--- config.mk ---
export PLATFORM = sky130hd
export DESIGN_NAME = bie_exec
export DESIGN_NICKNAME = d
export VERILOG_FILES = /design/src/bie_pkg.sv /design/src/bie_decode.sv /design/src/bie_exec.sv
export VERILOG_INCLUDE_DIRS = /design/src
export SDC_FILE = /design/constraint.sdc
export NUM_CORES = 1
export LEC_CHECK = 0
export BUFFER_PORTS_ARGS = -buffer_cell sky130_fd_sc_hd__clkbuf_2
export CAP_MARGIN = 25
export CORE_ASPECT_RATIO = 1.5
export CORE_MARGIN = 2
export CORE_UTILIZATION = 45
export CTS_CLUSTER_DIAMETER = 50
export DETAILED_ROUTE_END_ITERATION = 8
export GPL_TIMING_DRIVEN = 0
export PLACE_DENSITY = 0.76
export REMOVE_ABC_BUFFERS = 1
export SLEW_MARGIN = 20
export SYNTH_ARGS = -nofsm -noshare
export SYNTH_HDL_FRONTEND = slang
export SYNTH_SLANG_ARGS = --single-unit
--- constraint.sdc ---
create_clock -name sys_clk -period 2.2 [get_ports sys_clk]
set_input_delay 0.44 -clock sys_clk [delete_from_list [all_inputs] [get_ports sys_clk]]
set_output_delay 0.44 -clock sys_clk [all_outputs]
set_load 0.01 [all_outputs]
--- src/bie_defines.svh ---
// Opcode fields, widths and reset values for the branch and increment execute block
//
// Contract
// - Memory increment writes sum to memory and accumulator
// - Taken jump replaces program counter bits ten..zero
// - Accumulator bit zero set: jump, else increment
// - Accumulator bit one set: jump, else increment
// - Accumulator bit two set: jump, else increment
// - Accumulator bit three set: jump, else increment
// - Carry set: jump, else increment
// - Absolute jump always loads target
// - Carry clear: jump, else increment
// - Accumulator nonzero: jump, else increment
// - Accumulator zero: jump, else increment
`ifndef BIE_DEFINES_SVH
`define BIE_DEFINES_SVH
`define BIE_INC_PREFIX 9'h094
`define BIE_INC_PREFIX_MSB 15
`define BIE_INC_PREFIX_LSB 7
`define BIE_JMP_PREFIX_MSB 15
`define BIE_JMP_PREFIX_LSB 11
`define BIE_JB0_PREFIX 5'h10
`define BIE_JB1_PREFIX 5'h12
`define BIE_JB2_PREFIX 5'h14
`define BIE_JB3_PREFIX 5'h16
`define BIE_JC_PREFIX 5'h1e
`define BIE_JMP_PREFIX 5'h0e
`define BIE_JNC_PREFIX 5'h1a
`define BIE_JNZ_PREFIX 5'h18
`define BIE_JZ_PREFIX 5'h1c
`define BIE_PC_RESET 11'h000
`define BIE_ACC_RESET 4'h0
`define BIE_CARRY_RESET 1'h0
`define BIE_ZERO_RESET 1'h0
`define BIE_WR_EN_RESET 1'h0
`define BIE_WR_ADDR_RESET 7'h00
`define BIE_WR_DATA_RESET 4'h0
`define BIE_TARGET_MSB 10
`define BIE_TARGET_LSB 0
`define BIE_ADDR_MSB 6
`define BIE_ADDR_LSB 0
`endif

--- src/bie_pkg.sv ---
// Types shared by the branch and increment execute block
package bie_pkg;
   typedef enum logic [3:0] {
      BIE_OP_NONE = 4'h0,
      BIE_OP_INC = 4'h1,
      BIE_OP_JB0 = 4'h2,
      BIE_OP_JB1 = 4'h3,
      BIE_OP_JB2 = 4'h4,
      BIE_OP_JB3 = 4'h5,
      BIE_OP_JC = 4'h6,
      BIE_OP_JMP = 4'h7,
      BIE_OP_JNC = 4'h8,
      BIE_OP_JNZ = 4'h9,
      BIE_OP_JZ = 4'ha
   } bie_op_t;

   typedef struct packed {
      logic wrEn;
      logic [6:0] addr;
      logic [3:0] data;
   } bie_mem_wr_t;

   typedef struct packed {
      logic carry;
      logic zero;
   } bie_flags_t;
endpackage

--- src/bie_decode.sv ---
// Instruction word decoder for the branch and increment group
`include "bie_defines.svh"
module bie_decode
   import bie_pkg::*;
(
   input wire logic [15:0] instr, // Instruction word
   output bie_op_t op, // Decoded operation
   output logic [10:0] target, // Jump target field
   output logic [6:0] memAddr // Data memory address field
);
   logic [4:0] jmpField;
   logic [8:0] incField;

   assign jmpField = instr[`BIE_JMP_PREFIX_MSB:`BIE_JMP_PREFIX_LSB];
   assign incField = instr[`BIE_INC_PREFIX_MSB:`BIE_INC_PREFIX_LSB];
   assign target = instr[`BIE_TARGET_MSB:`BIE_TARGET_LSB];
   assign memAddr = instr[`BIE_ADDR_MSB:`BIE_ADDR_LSB];

   always_comb begin
      op = BIE_OP_NONE;
      if (incField == `BIE_INC_PREFIX) begin
         op = BIE_OP_INC;
      end else begin
         case (jmpField)
            `BIE_JB0_PREFIX: op = BIE_OP_JB0;
            `BIE_JB1_PREFIX: op = BIE_OP_JB1;
            `BIE_JB2_PREFIX: op = BIE_OP_JB2;
            `BIE_JB3_PREFIX: op = BIE_OP_JB3;
            `BIE_JC_PREFIX: op = BIE_OP_JC;
            `BIE_JMP_PREFIX: op = BIE_OP_JMP;
            `BIE_JNC_PREFIX: op = BIE_OP_JNC;
            `BIE_JNZ_PREFIX: op = BIE_OP_JNZ;
            `BIE_JZ_PREFIX: op = BIE_OP_JZ;
            default: op = BIE_OP_NONE;
         endcase
      end
   end
endmodule

--- src/bie_exec.sv ---
// Execute stage for memory increment and the jump family
`include "bie_defines.svh"
module bie_exec
   import bie_pkg::*;
#(
   parameter int PC_W = 11
)
(
   input wire logic sys_clk, // Core clock
   input wire logic rst_b, // Asynchronous reset, active low
   input wire logic instrValid, // Instruction word present this cycle
   input wire logic [15:0] instr, // Instruction word from program memory
   output logic [6:0] memRdAddr, // Data memory read address
   input wire logic [3:0] memRdData, // Data memory read data, same cycle
   output bie_mem_wr_t memWr, // Data memory write, registered
   output logic [3:0] accumulator, // Accumulator
   output bie_flags_t flags, // Carry and zero flags
   output logic [PC_W-1:0] programCounter, // Program counter
   output logic handled // Instruction belongs to this group
);
   // ==========================================================
   // Decoded operation and fields
   bie_op_t op;
   logic [10:0] target;
   logic isInc;
   logic isAbsJump;
   logic isBitJump;
   logic isCarryJump;
   logic isNoCarryJump;
   logic isZeroJump;
   logic isNonZeroJump;
   logic [1:0] bitSel;

   // ==========================================================
   // Condition sources and next values
   logic accBitSet;
   logic accIsZero;
   logic takeJump;
   logic [4:0] incSum;
   logic [3:0] incResult;
   logic incWrap;
   logic [PC_W-1:0] pcInc;
   logic [PC_W-1:0] pcJump;
   logic [PC_W-1:0] pc_q;
   logic [PC_W-1:0] pc_d;
   logic [3:0] acc_q;
   logic [3:0] acc_d;
   logic carry_q;
   logic carry_d;
   logic zero_q;
   logic zero_d;
   logic wrEn_q;
   logic wrEn_d;
   logic [6:0] wrAddr_q;
   logic [6:0] wrAddr_d;
   logic [3:0] wrData_q;
   logic [3:0] wrData_d;

   // ==========================================================
   // Decode
   bie_decode bie_decode_i (
      .instr(instr),
      .op(op),
      .target(target),
      .memAddr(memRdAddr)
   );

   // Non-group words leave every register untouched except the write strobe, which clears
   assign handled = instrValid && (op != BIE_OP_NONE);
   assign isInc = handled && (op == BIE_OP_INC);

   // ==========================================================
   // Jump class
   always_comb begin
      isAbsJump = 1'b0;
      isBitJump = 1'b0;
      isCarryJump = 1'b0;
      isNoCarryJump = 1'b0;
      isZeroJump = 1'b0;
      isNonZeroJump = 1'b0;
      bitSel = 2'h0;
      case (op)
         BIE_OP_JB0: begin
            isBitJump = 1'b1;
            bitSel = 2'h0;
         end
         BIE_OP_JB1: begin
            isBitJump = 1'b1;
            bitSel = 2'h1;
         end
         BIE_OP_JB2: begin
            isBitJump = 1'b1;
            bitSel = 2'h2;
         end
         BIE_OP_JB3: begin
            isBitJump = 1'b1;
            bitSel = 2'h3;
         end
         BIE_OP_JC: begin
            isCarryJump = 1'b1;
         end
         BIE_OP_JMP: begin
            isAbsJump = 1'b1;
         end
         BIE_OP_JNC: begin
            isNoCarryJump = 1'b1;
         end
         BIE_OP_JNZ: begin
            isNonZeroJump = 1'b1;
         end
         BIE_OP_JZ: begin
            isZeroJump = 1'b1;
         end
         default: begin
            isAbsJump = 1'b0;
         end
      endcase
   end

   // ==========================================================
   // Branch condition
   // Reads the registered accumulator and carry flag, as the previous
   // instruction left them
   assign accBitSet = acc_q[bitSel];
   assign accIsZero = (acc_q == 4'h0);

   always_comb begin
      takeJump = 1'b0;
      if (isAbsJump) begin
         takeJump = 1'b1;
      end else if (isBitJump) begin
         takeJump = accBitSet;
      end else if (isCarryJump) begin
         takeJump = carry_q;
      end else if (isNoCarryJump) begin
         takeJump = !carry_q;
      end else if (isNonZeroJump) begin
         takeJump = !accIsZero;
      end else if (isZeroJump) begin
         takeJump = accIsZero;
      end
   end

   // ==========================================================
   // Program counter next value
   // Bits above ten survive a jump, so a wider counter stays in its page
   assign pcInc = pc_q + PC_W'(1'h1);

   always_comb begin
      pcJump = pc_q;
      pcJump[`BIE_TARGET_MSB:`BIE_TARGET_LSB] = target;
   end

   always_comb begin
      pc_d = pc_q;
      if (handled) begin
         if (takeJump) begin
            pc_d = pcJump;
         end else begin
            pc_d = pcInc;
         end
      end
   end

   // ==========================================================
   // Increment arithmetic
   // One spare adder bit catches the wrap from fifteen to zero
   assign incSum = {1'b0, memRdData} + 5'h01;
   assign incResult = incSum[3:0];
   assign incWrap = incSum[4];

   always_comb begin
      acc_d = acc_q;
      carry_d = carry_q;
      zero_d = zero_q;
      if (isInc) begin
         acc_d = incResult;
         carry_d = incWrap;
         zero_d = (incResult == 4'h0);
      end
   end

   // Write-back address and data hold between increments to save toggling; the strobe clears
   always_comb begin
      wrEn_d = isInc;
      wrAddr_d = wrAddr_q;
      wrData_d = wrData_q;
      if (isInc) begin
         wrAddr_d = memRdAddr;
         wrData_d = incResult;
      end
   end

   // ==========================================================
   // Program counter register
   always_ff @(posedge sys_clk or negedge rst_b) begin
      if (!rst_b) begin
         pc_q <= PC_W'(`BIE_PC_RESET);
      end else begin
         pc_q <= pc_d;
      end
   end

   // ==========================================================
   // Accumulator register
   always_ff @(posedge sys_clk or negedge rst_b) begin
      if (!rst_b) begin
         acc_q <= `BIE_ACC_RESET;
      end else begin
         acc_q <= acc_d;
      end
   end

   // ==========================================================
   // Carry flag register
   always_ff @(posedge sys_clk or negedge rst_b) begin
      if (!rst_b) begin
         carry_q <= `BIE_CARRY_RESET;
      end else begin
         carry_q <= carry_d;
      end
   end

   // ==========================================================
   // Zero flag register
   always_ff @(posedge sys_clk or negedge rst_b) begin
      if (!rst_b) begin
         zero_q <= `BIE_ZERO_RESET;
      end else begin
         zero_q <= zero_d;
      end
   end

   // ==========================================================
   // Data memory write-back, strobe on the same edge that updates the accumulator
   always_ff @(posedge sys_clk or negedge rst_b) begin
      if (!rst_b) begin
         wrEn_q <= `BIE_WR_EN_RESET;
         wrAddr_q <= `BIE_WR_ADDR_RESET;
         wrData_q <= `BIE_WR_DATA_RESET;
      end else begin
         wrEn_q <= wrEn_d;
         wrAddr_q <= wrAddr_d;
         wrData_q <= wrData_d;
      end
   end

   // ==========================================================
   // Outputs
   assign accumulator = acc_q;
   assign flags = {carry_q, zero_q};
   assign programCounter = pc_q;
   assign memWr = {wrEn_q, wrAddr_q, wrData_q};
endmodule

==> flow_summary.ini, run 1 <==
[status]
status = finished, final reports clean

[layout]
drive_above_1_share_pct = 46.3
layoutNonFillerInstCount = 285
finish.utilization_pct = 61.1
fill_cells = 332
total_inserted_antenna_cells = 0
design.final.nets = 268
syn2layout_area_growth_pct = 28.8

[synthesis]
synthesis.yosys.warnings = 0
yosysSeqAreaShare_pct = 35.5
yosys-top-cells-area = sky130_fd_sc_hd__dfrtp_1 36%, sky130_fd_sc_hd__o211ai_2 7.1%, sky130_fd_sc_hd__buf_4 6.4%
avgSynthCellArea_sq_um = 9.37
synthFlopType = sky130_fd_sc_hd__dfrtp_1
syn-instance-count = 188
synth_area_leader_cell = sky130_fd_sc_hd__dfrtp_1
yosys.area.top_type_share_pct = 35.5
netlist_area_before_placement_sq_um = 1760
asyncSetResetFlopFracSynth_pct = 100
yosys.cell_types.count = 43
ys_seq_elements = 25
synth_enable_flop_cells = 0

[floorplanning]
die_h_um = 80.6
floorplan.initialDensity_pct = 47.4
rows = 27
fp.dieArea_sq_um = 4440
boundaryPins = 60
die_w_um = 55.1
core_region_area_sq_um = 3720

[timing]
rsz0062_at_grt = yes
timing_worst_slew_pin_value_ns = 0.620
timing.fmax_mhz = 457
timing.final.crit_share_pct = 99.4
timing.final.max_slew_violations = 0
final.setup.worst_slack_ns = 0.0126
fin_worst_hold_slack_ns = 0.155
hold_violations = 0
final-setup-viol-count = 0
worst_clock_skew_ns = 0.00693
timing.final.crit_period_ns = 2.19
timing.max_slew.rel_slack_pct = 58.7

[placement]
place.gp.congestion = 0.760
pre_cts_slack_ns = -0.693
port-buffer-count = 59
post-place-cells = 268
detailedPlacementHpwl_mm = 2.90

[power_and_ir_drop]
worst_ir_drop_vdd_mv = 0.559
cellLeakagePower_nw = 1.02
total_switching_power_w = 0.000660
power.total_w = 0.00174
combinationalPowerShare_pct = 44.5
clkPwrFrac_pct = 16.5
cellInternalPower_w = 0.00108
netSwitchingFraction_pct = 37.9
power_density_nw_per_um2 = 767
share_seq_of_total_power_pct = 39.0

[setup_path]
crit_path_end = programCounter[2]
path_delay_family = compound AO/OA/AOI/OAI gates
worstRegToRegCells = 7
cp.buffers_inverters = 1
worstReg2RegEnd = programCounter[2]
worstPathMaxFanout = 8
critical_path_class = flop to flop
kind_of_launch_point_of_the_worst_setup_path = flop
cp_slowest_stage_delay_ns = 0.57
critical-path-slowest-cell = sky130_fd_sc_hd__or4_4
rr_startpoint = wrData_q[0]
ff2ff_setup_slack_ns = 0.01
critical_path_arrival_ns = 2.35
timing.critical_path.cells = or4_4 > nor3_4 > o31ai_2 > a311o_2 > buf_12 > a32oi_2 > o211ai_2
setup.worst_path.start = wrData_q[0]
worst-path-stages = 7
cp-end-kind = flop
timing.critical_path.required_ns = 2.36

[clock_network]
tritoncts.num_buffers = 3
clk_transition_reported_paths_ns = 0.10
cts_max_level = 1
clk-insertion-delay-late_ns = 0.28
ctsRootBufferMaster = sky130_fd_sc_hd__clkbuf_8
cts.path.max_buffers = 2
clock-sinks = 25
tritoncts = done

[drt]
avgViaCountPerCell = 5.69
drcViolationCount = 0
route.top_layer_used = met4
met1Wirelength_mm = 1.71
detail-route-antenna-nets = 0
met2_wirelength_mm = 2.37
met3_wl_post_dr_um = 221
vias = 1622
route.detailed.wl_per_inst_um = 15.3
route.final.wire_length_mm = 4.37
drt_iter0_drc = 41
dr.pass1.iters = 4

[job]
drv_cap = 0

[global_route]
overflow = 0
grt_max_degree = 26
antenna_violations_before_repair = 0
wire_length_of_the_first_global_routing_pass_mm = 6.66
first_global_vias = 1440
grt_util_all_layers_pct = 20.3

[min_path]
worstHoldPathType = input port to asynchronous set/reset pin
## synth_stat cells, types with 4 or more instances
cell,n
sky130_fd_sc_hd__dfrtp_1,25
sky130_fd_sc_hd__o211ai_2,10
sky130_fd_sc_hd__nand2_1,24
sky130_fd_sc_hd__and3_1,5
sky130_fd_sc_hd__nand3_1,11
sky130_fd_sc_hd__buf_4,15
sky130_fd_sc_hd__nor3_1,10
sky130_fd_sc_hd__nor2_1,8
sky130_fd_sc_hd__and2_1,8
sky130_fd_sc_hd__mux2_2,8
sky130_fd_sc_hd__inv_1,4
sky130_fd_sc_hd__nand4_1,4
sky130_fd_sc_hd__buf_2,4
sky130_fd_sc_hd__o211ai_1,9
## worst reg2reg max path, stage by stage, from the launching register on
cell                       delay, ns
sky130_fd_sc_hd__dfrtp_1        0.39
sky130_fd_sc_hd__or4_4          0.57
sky130_fd_sc_hd__nor3_4         0.14
sky130_fd_sc_hd__o31ai_2        0.07
sky130_fd_sc_hd__a311o_2        0.44
sky130_fd_sc_hd__buf_12         0.16
sky130_fd_sc_hd__a32oi_2        0.20
sky130_fd_sc_hd__o211ai_2       0.10
## cell usage in the layout, fill, tap and decap left out, types with 2 or more instances in the layout
master,n
sky130_fd_sc_hd__nand3_1,11
sky130_fd_sc_hd__nor3_1,9
sky130_fd_sc_hd__nand2_1,24
sky130_fd_sc_hd__dfrtp_1,25
sky130_fd_sc_hd__xor2_1,3
sky130_fd_sc_hd__buf_6,4
sky130_fd_sc_hd__nand4_1,4
sky130_fd_sc_hd__nand2b_1,2
sky130_fd_sc_hd__and2_4,2
sky130_fd_sc_hd__mux2_2,8
sky130_fd_sc_hd__inv_1,3
sky130_fd_sc_hd__o21ai_0,2
sky130_fd_sc_hd__clkbuf_16,3
sky130_fd_sc_hd__o211ai_1,9
sky130_fd_sc_hd__buf_4,11
sky130_fd_sc_hd__clkinvlp_4,2
sky130_fd_sc_hd__clkbuf_2,55
sky130_fd_sc_hd__and2_1,8
sky130_fd_sc_hd__o211ai_2,10
sky130_fd_sc_hd__a21oi_1,3
sky130_fd_sc_hd__clkbuf_8,3
sky130_fd_sc_hd__ha_1,2
sky130_fd_sc_hd__nor2_1,8
sky130_fd_sc_hd__and3_1,5
## power groups by stage
stage	Clock, W	Sequential (W)	Combinational (W)
2_1_floorplan	0	0.000739	0.000360
3_3_place_gp	0	0.000689	0.000657
3_5_place_dp	0	0.000693	0.000679
4_1_cts	0.000293	0.000679	0.000744
5_1_grt	0.000311	0.000695	0.000854
6_report	0.000288	0.000678	0.000775
## cell families (layout without fill, tap and decap cells)
family                     after synthesis  in the layout  share of synthesized area [%]
xor gates and xnor gates                 4              4                           1.99
buffers and inverters                   29             82                           10.9
muxes                                    9              9                           5.68
and+or+nand+nor                         84             85                           26.3
AOI/OAI and AO/OA                       35             35                           18.1
DFF                                     25             25                           35.5
adders and majority gates                2              2                           1.42
## flip-flops by register name (all words and copies together) (netlist names)
| name | cells |
|---|---|
| zero_q | 1 |
| wrAddr_q | 7 |
| wrData_q | 4 |
| programCounter | 11 |
| carry_q | 1 |
| wrEn_q | 1 |
## worst min path at each step
stage               start  endpoint  slack, ns  depth (start not counted)
floorplan           rst_b   carry_q       0.14                          0
global route        rst_b   carry_q       0.21                          1
CTS                 rst_b   carry_q       0.18                          1
finish              rst_b   carry_q       0.15                          1
detailed placement  rst_b   carry_q       0.49                          1
global placement    rst_b   carry_q       0.49                          1
## per-stage QoR
| step | TNS (ns) | cell area [sq um] |
|---|---|---|
| final | 0 | 2270 |
| after global routing | -0.401 | 2270 |
| after CTS | -0.0516 | 2210 |
| after detailed placement | -10.19 | 1980 |
| after global placement | -38.33 | 1930 |
| after floorplan | -14.32 | 1580 |
## area by class of cell
type,count,area [sq um],area share [%]
well taps,43,53.8,2.37
clock buffers,3,41.3,1.82
flip-flops and latches,25,626,27.6
inverters,4,18.8,0.827
repair buffers,74,498,21.9
clock inverters,1,7.51,0.331
multi-input cells,135,1020,45.1
## metal layers
metal,global-route usage [%],up-vias
met5,0,-
met4,6.83,0
met3,2.04,7
met2,35.7,56
met1,24.8,775
li1,-,784
## what timing repair did
item / in CTS / in global routing
gates cloned: 1 / 0
pin swaps: 4 / 13
gates resized for setup: 15 / 9
setup buffers: 9 / 3
hold buffers: 0 / 0
endpoints found under the setup margin: 18 / 18
Power figures use the tool's default switching activity.
==> run 2: changes to the inputs <==
--- a/config.mk
+++ b/config.mk
@@ -10,11 +10,11 @@
 export CAP_MARGIN = 25
 export CORE_ASPECT_RATIO = 1.5
 export CORE_MARGIN = 2
-export CORE_UTILIZATION = 45
+export CORE_UTILIZATION = 50
 export CTS_CLUSTER_DIAMETER = 50
 export DETAILED_ROUTE_END_ITERATION = 8
 export GPL_TIMING_DRIVEN = 0
-export PLACE_DENSITY = 0.76
+export PLACE_DENSITY = 0.8
 export REMOVE_ABC_BUFFERS = 1
 export SLEW_MARGIN = 20
 export SYNTH_ARGS = -nofsm -noshare
==> constraint.sdc (replaced) <==
create_clock -name sys_clk -period 2.1 [get_ports sys_clk]
set_input_delay 0.42 -clock sys_clk [delete_from_list [all_inputs] [get_ports sys_clk]]
set_output_delay 0.42 -clock sys_clk [all_outputs]
set_load 0.01 [all_outputs]
==> run 2 against run 1 <==
Compared with the run above: the run now ends with setup timing left; wire length up 4.5%; fmax about the same; count of clock-buffer cells in the layout unchanged; cell area down 2.6%; worst hold slack worse by 0.0094 ns; flip-flop and latch count unchanged; non-clock buffer count down 1; largest cell class unchanged; largest power group unchanged.
==> flow_summary.ini, run 2 (same netlist as run 1, synthesis figures left out) <==
[layout]
commonest_cells_after_routing_fill_and_taps_aside = 55 x sky130_fd_sc_hd__clkbuf_2, 25 x sky130_fd_sc_hd__dfrtp_1, 24 x sky130_fd_sc_hd__nand2_1
syn2layout_area_growth_pct = 25.5
number_of_flip_flops_in_the_largest_register = 11
layout_commonest_cell = sky130_fd_sc_hd__clkbuf_2
total_inserted_antenna_cells = 0
drive_above_1_share_pct = 45.2
design.final.nets = 267
fill_cells = 297
finish.utilization_pct = 65.3
finalInstanceArea_sq_um = 2210

[timing]
rsz0062_at_grt = yes
timing.final.crit_share_pct = 104
hold_violations = 0
final.setup.worst_slack_ns = -0.0862
final-setup-viol-count = 11
timing.max_slew.rel_slack_pct = 57.9
timing_worst_slew_pin_value_ns = 0.631
timing.final.crit_period_ns = 2.19
timing.final.max_slew_violations = 0
timing.fmax_mhz = 457
worst_clock_skew_ns = 0.00390

[placement]
place.gp.congestion = 0.734
detailedPlacementHpwl_mm = 3.03
detailed_place.area_sq_um = 1980
port-buffer-count = 59

[floorplanning]
die_h_um = 76.7
rows = 26
floorplan.initialDensity_pct = 52.1
fp.dieArea_sq_um = 4020
boundaryPins = 60
die_w_um = 52.5
core_region_area_sq_um = 3380

[drt]
vias = 1661
route.detailed.wl_per_inst_um = 16.1
drcViolationCount = 0
drt_iter0_drc = 62
avgViaCountPerCell = 5.87
route.final.wire_length_mm = 4.56
detail-route-antenna-nets = 0
dr.pass1.iters = 4

[global_route]
antenna_violations_before_repair = 0
first_global_vias = 1591
wire_length_of_the_first_global_routing_pass_mm = 7.42
grt_max_degree = 26
grt_util_all_layers_pct = 23.5
overflow = 0

[job]
drv_cap = 0

[min_path]
worstHoldPathType = input port to asynchronous set/reset pin

[power_and_ir_drop]
cellLeakagePower_nw = 1.02
worst_ir_drop_vdd_mv = 0.682
netSwitchingFraction_pct = 38.1
clkPwrFrac_pct = 16.1
share_seq_of_total_power_pct = 39.5
cellInternalPower_w = 0.00113
combinationalPowerShare_pct = 44.4
total_switching_power_w = 0.000693
power_density_nw_per_um2 = 824

[clock_network]
clock-sinks = 25
ctsRootBufferMaster = sky130_fd_sc_hd__clkbuf_8
tritoncts.num_buffers = 3
clk_transition_reported_paths_ns = 0.09
cts.path.max_buffers = 2
cts_max_level = 1
tritoncts = done
holdBufCountCts = 0
clk-insertion-delay-late_ns = 0.27

[setup_path]
timing.critical_path.required_ns = 2.26
worstRegToRegCells = 7
critical_path_class = flop to flop
cp-end-kind = flop
ff2ff_setup_slack_ns = -0.09
kind_of_launch_point_of_the_worst_setup_path = flop
critical_path_arrival_ns = 2.34
worstPathMaxFanout = 6
rr_startpoint = wrData_q[0]
worstReg2RegEnd = programCounter[8]

[status]
status = finished, violations left
violated_checks = setup timing
-- run 2: cell count changes in the layout (fill, tap and decap cells not counted), sizes merged --
cell / before / now
clkinvlp: 2 / 0
clkbuf: 61 / 59
clkinv: 0 / 1
buf: 16 / 17
inv: 3 / 4
-- run 2: area by class of cell --
cell class | count | area (sq um) | share of cell area, %
well taps | 42 | 52.6 | 2.38
flip-flops and latches | 25 | 626 | 28.3
repair buffers | 73 | 463 | 20.9
clock buffers | 3 | 41.3 | 1.87
multi-input cells | 135 | 1010 | 45.6
clock inverters | 1 | 5.00 | 0.226
inverters | 4 | 15.0 | 0.679
-- run 2: metrics by stage --
stage	hold slack, ns	setup TNS (ns)	total power (W)	std cells	setup slack [ns]
floorplan	0.124	-16.38	0.00115	163	-0.820
finish	0.145	-0.676	0.00182	283	-0.0862
global placement	0.472	-36.43	0.00141	264	-1.57
CTS	0.177	-0.383	0.00179	282	-0.0523
global route	0.202	-1.56	0.00193	283	-0.167
detailed placement	0.465	-11.84	0.00144	267	-0.570
-- run 2: power groups by stage --
stage	clock, W	combinational (W)	sequential, W
after floorplan	0	0.000378	0.000774
after global placement	0	0.000684	0.000728
after detailed placement	0	0.000710	0.000735
after CTS	0.000294	0.000788	0.000713
after global routing	0.000309	0.000886	0.000733
final	0.000294	0.000808	0.000719
-- run 2: layer usage --
layer / vias to the layer above / wire length (um) / part of all wire, % / track usage (%)
met5: - / 0 / 0 / 0
met4: 0 / 29 / 0.64 / 4.36
met3: 4 / 283 / 6.2 / 2.33
met2: 76 / 2450 / 54 / 41.1
met1: 800 / 1800 / 39 / 30.7
li1: 781 / - / - / -
-- run 2: how the worst max path moves through the flow --
stage / slack (ns) / endpoint / start / depth (start not counted)
2_1_floorplan: -0.82 / wrAddr_q[0] / instr[12] / 5
3_3_place_gp: -1.57 / wrAddr_q[4] / instr[13] / 6
3_5_place_dp: -0.57 / wrAddr_q[2] / instr[13] / 7
4_1_cts: -0.05 / programCounter[2] / wrData_q[0] / 6
5_1_grt: -0.17 / programCounter[8] / wrData_q[0] / 7
6_report: -0.09 / programCounter[8] / wrData_q[0] / 7
-- run 2: worst max-delay path, cell delays in order, from the launching register on --
cell	delay, ns
sky130_fd_sc_hd__dfrtp_1	0.39
sky130_fd_sc_hd__or4_4	0.56
sky130_fd_sc_hd__o21ai_1	0.17
sky130_fd_sc_hd__a32oi_1	0.12
sky130_fd_sc_hd__a311o_2	0.43
sky130_fd_sc_hd__buf_4	0.18
sky130_fd_sc_hd__o211ai_1	0.11
sky130_fd_sc_hd__o211ai_2	0.12
-- run 2: repair_timing --
item | in CTS | in global routing
setup buffers | 10 | 1
resized for setup | 14 | 12
pin swaps | 11 | 7
gates cloned | 1 | 0
setup endpoints to repair | 25 | 22
==> run 3: changes to the inputs <==
--- a/config.mk
+++ b/config.mk
@@ -6,15 +6,16 @@
 export SDC_FILE = /design/constraint.sdc
 export NUM_CORES = 1
 export LEC_CHECK = 0
-export BUFFER_PORTS_ARGS = -buffer_cell sky130_fd_sc_hd__clkbuf_2
 export CAP_MARGIN = 25
 export CORE_ASPECT_RATIO = 1.5
 export CORE_MARGIN = 2
-export CORE_UTILIZATION = 50
+export CORE_UTILIZATION = 60
+export CTS_BUF_LIST = sky130_fd_sc_hd__clkbuf_8
 export CTS_CLUSTER_DIAMETER = 50
 export DETAILED_ROUTE_END_ITERATION = 8
+export DONT_BUFFER_PORTS = 1
 export GPL_TIMING_DRIVEN = 0
-export PLACE_DENSITY = 0.8
+export PLACE_DENSITY = 0.76
 export REMOVE_ABC_BUFFERS = 1
 export SLEW_MARGIN = 20
 export SYNTH_ARGS = -nofsm -noshare
==> constraint.sdc (replaced) <==
create_clock -name sys_clk -period 2.2 [get_ports sys_clk]
set_input_delay 0.44 -clock sys_clk [delete_from_list [all_inputs] [get_ports sys_clk]]
set_output_delay 0.44 -clock sys_clk [all_outputs]
set_load 0.01 [all_outputs]
==> run 3 against run 2 <==
Compared with the run above: the run still ends with setup timing left; combinational power fell by 43%; clock skew rose by 0.0011 ns; worst setup slack worse by 0.010 ns; global-route usage rose by 2.0 points; via count fell by 15%; sequential share of layout area grew 5.9 points; worst hold slack better by 0.10 ns; sequential power grew 8.3%; critical endpoint is now programCounter[9].
==> flow_summary.ini, run 3 (same netlist as run 1, synthesis figures left out) <==
[status]
status = finished, violations left
violated_checks = setup timing

[timing]
rsz0062_at_grt = yes
worst_clock_skew_ns = 0.00498
timing.max_slew.rel_slack_pct = 52.5
final.setup.worst_slack_ns = -0.0964
fin_worst_hold_slack_ns = 0.245
timing_worst_slew_pin_value_ns = 0.713
timing.final.crit_share_pct = 104
timing.final.max_slew_violations = 0
timing.final.crit_period_ns = 2.30
timing.fmax_mhz = 435
final-setup-viol-count = 11
hold_violations = 0

[layout]
layout_commonest_cell = sky130_fd_sc_hd__nand2_1
syn2layout_area_growth_pct = 4.26
commonest_cells_after_routing_fill_and_taps_aside = 24 x sky130_fd_sc_hd__nand2_1, 23 x sky130_fd_sc_hd__dfrtp_1, 11 x sky130_fd_sc_hd__nand3_1
design.final.nets = 204
fill_cells = 245
total_inserted_antenna_cells = 0
number_of_flip_flops_in_the_largest_register = 11
drive_above_1_share_pct = 26.4
finish.utilization_pct = 64.4

[drt]
avgViaCountPerCell = 6.54
met3_wl_post_dr_um = 284
detail-route-antenna-nets = 0
met1Wirelength_mm = 1.49
route.detailed.wl_per_inst_um = 18.9
dr.pass1.iters = 4
route.top_layer_used = met4
drcViolationCount = 0
vias = 1419
met2_wirelength_mm = 2.23
drt_iter0_drc = 22
route.final.wire_length_mm = 4.11

[power_and_ir_drop]
combinationalPowerShare_pct = 30.2
cellLeakagePower_nw = 0.715
netSwitchingFraction_pct = 38.6
power.total_w = 0.00152
clkPwrFrac_pct = 18.6
cellInternalPower_w = 0.000936
worst_ir_drop_vdd_mv = 0.701
share_seq_of_total_power_pct = 51.1
power_density_nw_per_um2 = 830
total_switching_power_w = 0.000588

[floorplanning]
core_region_area_sq_um = 2850
die_h_um = 70.4
floorplan.initialDensity_pct = 61.8
die_w_um = 48.2
rows = 24
fp.dieArea_sq_um = 3390
boundaryPins = 60

[min_path]
min-delay-start = memRdData[0]
worstHoldPathType = input port to flop

[job]
drv_cap = 0

[global_route]
antenna_violations_before_repair = 0
grt_max_degree = 26
overflow = 0
grt_util_all_layers_pct = 25.4
wire_length_of_the_first_global_routing_pass_mm = 6.37
first_global_vias = 1453

[clock_network]
clock-sinks = 25
ctsRootBufferMaster = sky130_fd_sc_hd__clkbuf_8
clk_transition_reported_paths_ns = 0.09
cts_max_level = 1
clk-insertion-delay-late_ns = 0.27
tritoncts.num_buffers = 3
tritoncts = done
cts.path.max_buffers = 2

[setup_path]
cp-end-kind = flop
setup.worst_path.start = wrData_q[0]
critical_path_class = flop to flop
rr_startpoint = wrData_q[0]
worstPathMaxFanout = 6
kind_of_launch_point_of_the_worst_setup_path = flop
timing.critical_path.required_ns = 2.35
critical_path_arrival_ns = 2.44

[placement]
port-buffer-count = 0
place.gp.congestion = 0.743
detailedPlacementHpwl_mm = 2.88
[run 3: cell type report]
class | instances | area [sq um] | area share (%)
multi-input combinational | 135 | 993 | 54.1
clock buffer | 3 | 41.3 | 2.25
sequential | 25 | 628 | 34.2
timing repair inverter | 1 | 5.00 | 0.272
timing repair buffer | 9 | 93.8 | 5.11
inverter | 4 | 18.8 | 1.02
clock inverter | 1 | 7.51 | 0.409
tap | 39 | 48.8 | 2.66
[run 3: metal layers]
| metal | GRT usage (%) | vias to the layer above |
|---|---|---|
| met2 | 44.0 | 57 |
| met5 | 0 | - |
| met4 | 7.81 | 0 |
| met1 | 28.8 | 694 |
| met3 | 5.94 | 14 |
| li1 | - | 654 |
[run 3: final timing paths]
kind	slack (ns)	cells past startpoint	endpoint
max	-0.1	6	programCounter[9]
min	0.24	1	wrData_q[0]
max reg2reg	-0.1	6	programCounter[9]
min reg2reg	0.59	1	wrAddr_q[2]
max in group asynchronous	1.45	2	wrData_q[0]
min in group asynchronous	0.59	2	wrAddr_q[0]
[run 3: critical path, stage by stage (launching register included)]
cell	delay, ns
sky130_fd_sc_hd__dfrtp_2	0.49
sky130_fd_sc_hd__or4_4	0.60
sky130_fd_sc_hd__or3_1	0.33
sky130_fd_sc_hd__a32oi_1	0.20
sky130_fd_sc_hd__a311o_2	0.21
sky130_fd_sc_hd__and2_4	0.23
sky130_fd_sc_hd__o211ai_2	0.12
[run 3: power groups by stage]
stage               logic, W  clock network, W  registers (W)
global placement    0.000395                 0       0.000778
global route        0.000514          0.000304       0.000801
finish              0.000461          0.000284       0.000779
detailed placement  0.000427                 0       0.000784
floorplan           0.000360                 0       0.000739
CTS                 0.000455          0.000287       0.000779
[run 3: what timing repair did]
item | in CTS | in global routing
hold buffers | 2 | 0
pin swaps | 3 | 9
buffers inserted | 3 | 2
gates resized for setup | 7 | 4
gates cloned | 2 | 0
endpoints found under the setup margin | 12 | 15
hold endpoints to repair | 25 | 0
[run 3: through the flow]
stage,worst slack (ns),instances,area [sq um],setup TNS [ns]
after floorplan,-0.740,163,1580,-14.32
after global placement,-1.22,202,1630,-28.29
after detailed placement,-0.561,204,1670,-7.79
after CTS,-0.0484,215,1800,-0.355
after global routing,-0.171,217,1840,-1.53
final,-0.0964,217,1840,-0.689
